===== src/verilog/p2ei_pkg.sv =====
`default_nettype none
package p2ei_pkg;
  localparam int unsigned  REG_AW          = 8;
  localparam int unsigned  REG_DW          = 8;
  localparam int unsigned  PIN_CNT         = 8;
  localparam int unsigned  IRQ_PIN_CNT     = 4;
  localparam int unsigned  MODE_W          = 2;
  localparam int unsigned  EDGE_W          = 2;
  // Enabled edges after reset before the sampler's middle stage holds pin data
  localparam int unsigned  SYNC_FILL_EDGES = 2;
  // Register addresses, bank 1
  localparam logic [7:0]   ADDR_EDGE_CFG   = 8'he6;
  localparam logic [7:0]   ADDR_PULLUP_EN  = 8'he7;
  localparam logic [7:0]   RST_EDGE_CFG    = 8'h00;
  localparam logic [7:0]   RST_PULLUP_EN   = 8'h00;
  // Edge field codes
  localparam logic [1:0]   EDGE_OFF        = 2'h0;
  localparam logic [1:0]   EDGE_FALL       = 2'h1;
  localparam logic [1:0]   EDGE_RISE       = 2'h2;
  localparam logic [1:0]   EDGE_BOTH       = 2'h3;
  // Pin mode codes from the port control registers
  localparam logic [1:0]   MODE_SCHMITT_IN = 2'h0;
  localparam logic [1:0]   MODE_ALT_FUNC   = 2'h1;
  localparam logic [1:0]   MODE_OPEN_DRAIN = 2'h2;
  localparam logic [1:0]   MODE_PUSH_PULL  = 2'h3;
endpackage
`default_nettype wire


===== src/verilog/p2ei_port2_ctrl.sv =====
// What this block does
// - Read/write edge config register at bank-1 0xe6, 2-bit field per pin 0..3, reset zero.
// - Field code 00 off, 01 falling, 10 rising, 11 both edges.
// - Read/write pull-up enable register at bank-1 0xe7, bit n for pin n, reset zero.
// - Pull-up forced off only while pin is push-pull output or alternate function.
`default_nettype none
module p2ei_port2_ctrl #(
  parameter int unsigned PIN_COUNT     = p2ei_pkg::PIN_CNT,     // Pins with a pull-up enable bit
  parameter int unsigned IRQ_PIN_COUNT = p2ei_pkg::IRQ_PIN_CNT  // Low pins with an edge field
) (
  input  wire logic                                         i_clk,              // 125 MHz clock
  input  wire logic                                         i_rst,              // Sync reset, active high
  input  wire logic                                         i_ce,               // Clock enable
  input  wire logic                                         i_reg_bank1,        // Register bank 1 selected
  input  wire logic [p2ei_pkg::REG_AW-1:0]                  i_reg_addr,         // Register address
  input  wire logic                                         i_reg_wr,           // Write strobe
  input  wire logic                                         i_reg_rd,           // Read strobe
  input  wire logic [p2ei_pkg::REG_DW-1:0]                  i_reg_wdata,        // Write data
  output logic      [p2ei_pkg::REG_DW-1:0]                  o_reg_rdata,        // Read data, one cycle later
  input  wire logic [p2ei_pkg::PIN_CNT*p2ei_pkg::MODE_W-1:0] i_pin_mode,        // Mode per pin, 2 bits each
  input  wire logic [p2ei_pkg::IRQ_PIN_CNT-1:0]             i_pin,              // Raw pin levels 0..3
  output logic      [p2ei_pkg::PIN_CNT-1:0]                 o_pullup_en,        // Effective pull-up per pin
  output logic                                              o_ext_irq_line_zero,  // Pin 0 edge pulse
  output logic                                              o_ext_irq_line_one,   // Pin 1 edge pulse
  output logic                                              o_ext_irq_line_two,   // Pin 2 edge pulse
  output logic                                              o_ext_irq_line_three  // Pin 3 edge pulse
);
  import p2ei_pkg::*;

  localparam int unsigned CFG_BITS  = IRQ_PIN_COUNT * EDGE_W;
  localparam logic [1:0]  FILL_LAST = 2'(SYNC_FILL_EDGES);

  // Port widths follow the package, so the parameters may only restate them
  if (PIN_COUNT != PIN_CNT) begin : g_chk_pins
    $error("PIN_COUNT must equal the pull-up port width");
  end

  if (IRQ_PIN_COUNT != IRQ_PIN_CNT) begin : g_chk_irq_pins
    $error("IRQ_PIN_COUNT must equal the pin input width");
  end

  if (PIN_COUNT > REG_DW) begin : g_chk_pullup_fit
    $error("pull-up bits do not fit one register");
  end

  if (CFG_BITS > REG_DW) begin : g_chk_cfg_fit
    $error("edge fields do not fit one register");
  end

  // Fill counter is two bits wide
  if (SYNC_FILL_EDGES > 3) begin : g_chk_fill
    $error("sampler fill count too large");
  end

  // Register storage
  logic [REG_DW-1:0]        port2_edge_irq_config;
  logic [REG_DW-1:0]        port2_pullup_enable;
  logic [REG_DW-1:0]        next_edge_cfg;
  logic [REG_DW-1:0]        next_pullup_reg;
  logic [REG_DW-1:0]        next_rdata_reg;

  // Pin sampler and edge reference
  logic [IRQ_PIN_CNT-1:0]   sync_a;
  logic [IRQ_PIN_CNT-1:0]   sync_b;
  logic [IRQ_PIN_CNT-1:0]   sync_c;
  logic [IRQ_PIN_CNT-1:0]   pin_level;
  logic [IRQ_PIN_CNT-1:0]   next_pin_level;
  logic [1:0]               fill_cnt;
  logic [1:0]               next_fill_cnt;
  logic                     primed;
  logic                     next_primed;

  // Output next values
  logic [PIN_CNT-1:0]       next_pullup;

  function automatic logic edge_hit(input logic [EDGE_W-1:0] sel, input logic rise, input logic fall);
    edge_hit = ((sel == EDGE_RISE) && rise) || ((sel == EDGE_FALL) && fall) ||
               ((sel == EDGE_BOTH) && (rise || fall));
  endfunction

  function automatic logic pullup_blocked(input logic [MODE_W-1:0] mode);
    pullup_blocked = (mode == MODE_PUSH_PULL) || (mode == MODE_ALT_FUNC);
  endfunction

  // Register decode
  wire logic                sel_edge    = i_reg_bank1 && (i_reg_addr == ADDR_EDGE_CFG);
  wire logic                sel_pullup  = i_reg_bank1 && (i_reg_addr == ADDR_PULLUP_EN);
  wire logic                wr_edge     = i_reg_wr && sel_edge;
  wire logic                wr_pullup   = i_reg_wr && sel_pullup;
  wire logic [REG_DW-1:0]   rd_mux      = sel_edge   ? port2_edge_irq_config :
                                          sel_pullup ? port2_pullup_enable   : 8'h00;

  assign next_edge_cfg   = wr_edge   ? i_reg_wdata : port2_edge_irq_config;
  assign next_pullup_reg = wr_pullup ? i_reg_wdata : port2_pullup_enable;
  // Read data holds until the next read strobe
  assign next_rdata_reg  = i_reg_rd  ? rd_mux      : o_reg_rdata;

  // Edge detection on the settled sampler output
  wire logic [IRQ_PIN_CNT-1:0] settled  = ~(sync_b ^ sync_c);
  wire logic [IRQ_PIN_CNT-1:0] changed  = {IRQ_PIN_CNT{primed}} & settled & (sync_c ^ pin_level);
  wire logic [IRQ_PIN_CNT-1:0] rising   = changed & sync_c;
  wire logic [IRQ_PIN_CNT-1:0] falling  = changed & ~sync_c;
  wire logic                   filled   = (fill_cnt == FILL_LAST);

  assign next_fill_cnt  = filled ? fill_cnt : fill_cnt + 2'h1;
  // Reference is armed only once real pin data sits in the middle stage and both compared stages agree,
  // so a pin already high at reset release is a level, not a rising edge
  assign next_primed    = primed || (filled && (&settled));
  assign next_pin_level = primed ? ((pin_level & ~settled) | (sync_c & settled)) : sync_c;

  wire logic [IRQ_PIN_CNT-1:0] next_irq;

  for (genvar g = 0; g < IRQ_PIN_CNT; g++) begin : g_edge
    assign next_irq[g] = edge_hit(port2_edge_irq_config[g*EDGE_W +: EDGE_W], rising[g], falling[g]);
  end

  // Pull-up gating per pin
  wire logic [PIN_CNT-1:0]  pin_blocked;

  for (genvar g = 0; g < PIN_CNT; g++) begin : g_pullup
    assign pin_blocked[g] = pullup_blocked(i_pin_mode[g*MODE_W +: MODE_W]);
  end

  assign next_pullup = port2_pullup_enable[PIN_CNT-1:0] & ~pin_blocked;

  // Registers and read data
  always_ff @(posedge i_clk) begin
    if (i_rst) begin
      port2_edge_irq_config <= RST_EDGE_CFG;
      port2_pullup_enable   <= RST_PULLUP_EN;
      o_reg_rdata           <= 8'h00;
    end else if (i_ce) begin
      port2_edge_irq_config <= next_edge_cfg;
      port2_pullup_enable   <= next_pullup_reg;
      o_reg_rdata           <= next_rdata_reg;
    end
  end

  // Three-stage sampler; first stage feeds only the second
  always_ff @(posedge i_clk) begin
    if (i_rst) begin
      sync_a    <= '0;
      sync_b    <= '0;
      sync_c    <= '0;
      pin_level <= '0;
      fill_cnt  <= 2'h0;
      primed    <= 1'b0;
    end else if (i_ce) begin
      sync_a    <= i_pin;
      sync_b    <= sync_a;
      sync_c    <= sync_b;
      pin_level <= next_pin_level;
      fill_cnt  <= next_fill_cnt;
      primed    <= next_primed;
    end
  end

  // Effective pull-ups
  always_ff @(posedge i_clk) begin
    if (i_rst) begin
      o_pullup_en <= 8'h00;
    end else if (i_ce) begin
      o_pullup_en <= next_pullup;
    end
  end

  // Interrupt request pulses, one enabled cycle each
  always_ff @(posedge i_clk) begin
    if (i_rst) begin
      o_ext_irq_line_zero  <= 1'b0;
      o_ext_irq_line_one   <= 1'b0;
      o_ext_irq_line_two   <= 1'b0;
      o_ext_irq_line_three <= 1'b0;
    end else if (i_ce) begin
      o_ext_irq_line_zero  <= next_irq[0];
      o_ext_irq_line_one   <= next_irq[1];
      o_ext_irq_line_two   <= next_irq[2];
      o_ext_irq_line_three <= next_irq[3];
    end
  end

endmodule // p2ei_port2_ctrl
`default_nettype wire


===== config.mk =====
export PLATFORM = sky130hd
export DESIGN_NAME = p2ei_port2_ctrl
export DESIGN_NICKNAME = d
export VERILOG_FILES = /design/src/verilog/p2ei_pkg.sv /design/src/verilog/p2ei_port2_ctrl.sv
export SDC_FILE = /design/constraint.sdc
export NUM_CORES = 1
export LEC_CHECK = 0
export ABC_AREA = 1
export BUFFER_PORTS_ARGS = -buffer_cell sky130_fd_sc_hd__buf_2
export CELL_PAD_IN_SITES_DETAIL_PLACEMENT = 1
export CELL_PAD_IN_SITES_GLOBAL_PLACEMENT = 2
export CORE_ASPECT_RATIO = 1.4
export CORE_MARGIN = 1.5
export CORE_UTILIZATION = 30
export DETAILED_ROUTE_END_ITERATION = 8
export PLACE_DENSITY = 0.86
export SLEW_MARGIN = 20
export SYNTH_ARGS = -nofsm -noshare
export SYNTH_HDL_FRONTEND = slang
export SYNTH_SLANG_ARGS = --single-unit
export TNS_END_PERCENT = 50

===== constraint.sdc =====
create_clock -name i_clk -period 2.6 [get_ports i_clk]
set_input_delay 0.26 -clock i_clk [delete_from_list [all_inputs] [get_ports i_clk]]
set_output_delay 0.26 -clock i_clk [all_outputs]
set_load 0.1 [all_outputs]

==> results.md <==
Outcome:
- The flow ran to the end, and the final reports show no timing, DRC or antenna violations.

Yosys:
- Of all cell types, the one taking the most synthesized area is sky130_fd_sc_hd__dfxtp_1.
- The yosys synthesis warning count is 0.
- In this run, synthesis produced a sequential element count of 55.
- By area the synthesized netlist is led by sky130_fd_sc_hd__dfxtp_1, sky130_fd_sc_hd__nor2_1, sky130_fd_sc_hd__nand2_1, sky130_fd_sc_hd__inv_1, sky130_fd_sc_hd__a21oi_1.
- The fraction of post-synthesis cell area in the top cell type by area is 44.3%.
- The count of distinct cell types in the synthesized netlist is 21.
- The number of nets in the synthesized netlist is 400.
- The sequential-to-total area share from yosys stat is 44.3%.
- The gate count of the mapped netlist is 357.
- The synthesized area per cell is 6.97 um^2.
- Summing every instance area after synthesis gives 2490 um^2.

Route:
- Dividing the detail-routed wire length by the instance count gives 12.7 um.
- The final layout contains routed wiring with a total length of 6.45 mm.
- The first detailed-routing pass ran for 4 iterations.
- After detailed routing, the number of vias per cell comes to 4.61.
- The first routing iteration left 87 violations.
- The count of nets left with antenna violations once routing finished came out at 0.
- The via total after detailed routing is 2340.
- The detailed-route DRC error count is 0.

Die:
- The initial utilization of the core area, before any placement, comes to 30.7%.
- The area of the die is 8850 um^2.
- From bottom edge to top edge, the die measures 111 um.
- The die boundary width is 80.0 um.
- The number of I/O pins is 62.
- The core region is 8100 um^2.
- The cell row count is 39.

Timing:
- In the post-route analysis, the smallest setup slack over all paths is 1.28 ns.
- The final worst clock skew is 0.00479 ns.
- The total of endpoints with negative setup slack in the final report is 0.
- Setup repair after global routing left no endpoint under its margin.
- In this run the tightest slew margin relative to its limit is 33.2%.
- In the final timing run, aggregate negative setup slack is 0 ns.
- The worst-margin pin slew is 1.00 ns.
- The maximum achievable frequency is 0.757 GHz.
- The share of the cycle needed by the critical path after routing is 50.8%.
- The hold violation count in the final report is 0.
- The clock period minus final worst setup slack is 1.32 ns.
- The max-slew violation count is 0.

Clock tree:
- The longest clock path from root to sink contains 2 buffers.
- In this run the post-CTS setup repair buffer count came out at 0.
- The clock net in this run drives a total of 55 sinks.
- The quantity of hold-fixing buffers added after cts is 0.
- The count of cells resized by post-cts repair is 0.
- The clock-pin slew on the worst setup and hold paths is 0.07 ns.
- The clock latency at the later pin of the worst-skew pair is 0.29 ns.
- The clock tree from TritonCTS is done.
- The H-tree was split into 2 levels.
- TritonCTS created 5 clock buffers.
- The clock root buffer master is sky130_fd_sc_hd__clkbuf_16.

Setup path:
- The worst path arrival time is 1.06 ns.
- The critical path depth in cells is 1.
- The highest net fanout along the worst path is 2.
- The launching instance or port of the critical path is o_pullup_en[6]$_SDFFE_PP0P_.
- The setup path with the least slack is of type reg -> out.
- The cell with the largest stage delay on the worst path is sky130_fd_sc_hd__buf_2.
- On the worst path, the slowest cell contributes a delay of 0.43 ns.
- Traced cell by cell, the critical path runs through buf_2.
- The sort of element at the start of the critical path is a register.
- Following the worst setup path forward leads to its endpoint at o_pullup_en[6].
- The cell family contributing the most delay on the critical path is buffers and inverters.
- Counting both buffers and inverters, the worst setup path holds a total of 1.
- The launch point of the worst reg-to-reg path is fill_cnt[0]$_SDFFE_PP0P_.
- The sort of element at the end of the critical path is an output port.
- The endpoint identified for the worst register-to-register timing path is fill_cnt[1]$_SDFFE_PP0P_.
- The worst reg-to-reg path cell count is 5.
- The data required time of the worst path is 2.34 ns.
- The setup slack of the most critical reg-to-reg path is 1.48 ns.

Global route:
- The largest net degree at the start of global routing is 34.
- The number of global-route vias before repair is 2271.
- The overall global routing resource usage is 15.3%.
- The total global routing overflow is 0.
- The global-route wire length before repair is 10.5 mm.
- The number of antenna violations at the first check in global routing is 0.

Pwr:
- The total power per unit cell area is 631 nW/um^2.
- The analysis attributes to cell leakage a power of 1.50 nW.
- The peak supply drop is 259 uV.

Worst hold path:
- The kind of path behind the tightest hold check is in -> reg.

Place:
- Prior to clock tree synthesis, the placed netlist has a worst setup slack of 1.03 ns.
- The count of input and output buffers is 53.
- The final estimated routing congestion in global placement is 0.724.
- The detailed-placement wirelength estimate is 4.81 mm.

Layout:
- Cells with a size suffix above 1 make up 18.5% of the layout.
- The count of nets after finishing is 448.
- Once layout is complete, the utilization of the core stands at 37.0%.
- 0 antenna diodes ended up in the layout.
- After filler insertion, the fill cell instance count of the layout stands at 1079.
- The layout overhead on the synthesized area is 20.5%.

Flow run:
- The tool flagged a number of max-cap violations equal to 0.
kinds of logic (layout without fill, tap and decap cells):
kind of cell               Yosys count  after routing  synth area share, %
adders and majority gates            1              1                0.503
buffers and inverters               61            110                 10.2
AOI/OAI and AO/OA                   46             46                 9.26
and+or+nand+nor                    192            192                 35.1
xor gates and xnor gates             2              2                0.704
DFF                                 55             55                 44.3
placed cells by master, fill, tap and decap left out, drive strengths merged:
cell     n
ha       1
clkinv   1
nand3   12
a21oi   25
nor2    80
xnor2    1
nor3    10
inv     46
nand2   71
buf     56
xor2     1
dfxtp   55
clkbuf   6
o21ai   21
bufinv   1
nand4   19
layout make-up:
cell class | count | area, um^2 | share of cell area, %
multi-input combinational | 241 | 1130 | 37.8
sequential | 55 | 1100 | 36.7
timing repair buffer | 56 | 288 | 9.60
inverter | 46 | 173 | 5.76
clock buffer | 6 | 139 | 4.63
tap | 102 | 128 | 4.26
clock inverter | 2 | 35.0 | 1.17
metrics by stage:
| stage | power [mW] | instances | instance area (um^2) | hold WS [ns] |
|---|---|---|---|---|
| 2_1_floorplan | 1.06 | 357 | 2490 | 0.395 |
| 3_3_place_gp | 1.12 | 500 | 2820 | 0.457 |
| 3_5_place_dp | 1.12 | 500 | 2820 | 0.463 |
| 4_1_cts | 1.92 | 508 | 3000 | 0.187 |
| 5_1_grt | 1.98 | 508 | 3000 | 0.193 |
| 6_report | 1.89 | 508 | 3000 | 0.183 |
report_power, final:
part / switching (mW) / total, mW / internal, mW / leakage [nW]
sequential: 0.0157 / 0.886 / 0.871 / 0.448
combinational: 0.154 / 0.215 / 0.0609 / 0.969
clock: 0.310 / 0.790 / 0.480 / 0.0868
synth_stat cells:
library cell,n
sky130_fd_sc_hd__nand2_2,3
sky130_fd_sc_hd__buf_6,2
sky130_fd_sc_hd__buf_2,7
sky130_fd_sc_hd__nor2_1,77
sky130_fd_sc_hd__o21ai_0,21
sky130_fd_sc_hd__nor3_1,10
sky130_fd_sc_hd__nor2_8,2
sky130_fd_sc_hd__inv_2,3
sky130_fd_sc_hd__inv_1,43
sky130_fd_sc_hd__ha_1,1
sky130_fd_sc_hd__dfxtp_1,55
sky130_fd_sc_hd__nand3_1,12
sky130_fd_sc_hd__a21oi_1,25
sky130_fd_sc_hd__nand2_1,68
sky130_fd_sc_hd__xnor2_1,1
sky130_fd_sc_hd__nand4_4,2
sky130_fd_sc_hd__nand4_1,17
sky130_fd_sc_hd__xor2_1,1
sky130_fd_sc_hd__buf_1,1
sky130_fd_sc_hd__clkbuf_1,5
sky130_fd_sc_hd__nor2_4,1
worst min path at each step:
stage | from | end | slack [ns] | depth (start not counted)
CTS | i_pin[2] | sync_a[2]$_SDFFE_PP0P_ | 0.19 | 3
detailed placement | o_ext_irq_line_zero$_SDFFE_PP0P_ | o_ext_irq_line_zero$_SDFFE_PP0P_ | 0.46 | 2
finish | i_pin[0] | sync_a[0]$_SDFFE_PP0P_ | 0.18 | 3
global route | i_pin[1] | sync_a[1]$_SDFFE_PP0P_ | 0.19 | 3
floorplan | i_pin[0] | sync_a[0]$_SDFFE_PP0P_ | 0.39 | 2
global placement | o_ext_irq_line_zero$_SDFFE_PP0P_ | o_ext_irq_line_zero$_SDFFE_PP0P_ | 0.46 | 2
per-layer routing:
layer | global-route usage (%) | up-vias | part of all wire [%]
met3 | 2.72 | 6 | 3.7
met5 | 0 | - | 0
met4 | 4.48 | 0 | 1.3
met2 | 29.1 | 34 | 54
met1 | 16.6 | 1084 | 41
li1 | - | 1216 | -
registers in the layout (all words and copies together), names as in the netlist, named ones only:
name	count
sync_a	4
port2_pullup_enable	8
port2_edge_irq_config	8
primed	1
o_ext_irq_line_zero	1
sync_b	4
o_ext_irq_line_three	1
o_ext_irq_line_two	1
o_ext_irq_line_one	1
o_pullup_en	8
sync_c	4
fill_cnt	2
o_reg_rdata	8
No activity file was read; power rests on OpenSTA's default activity.
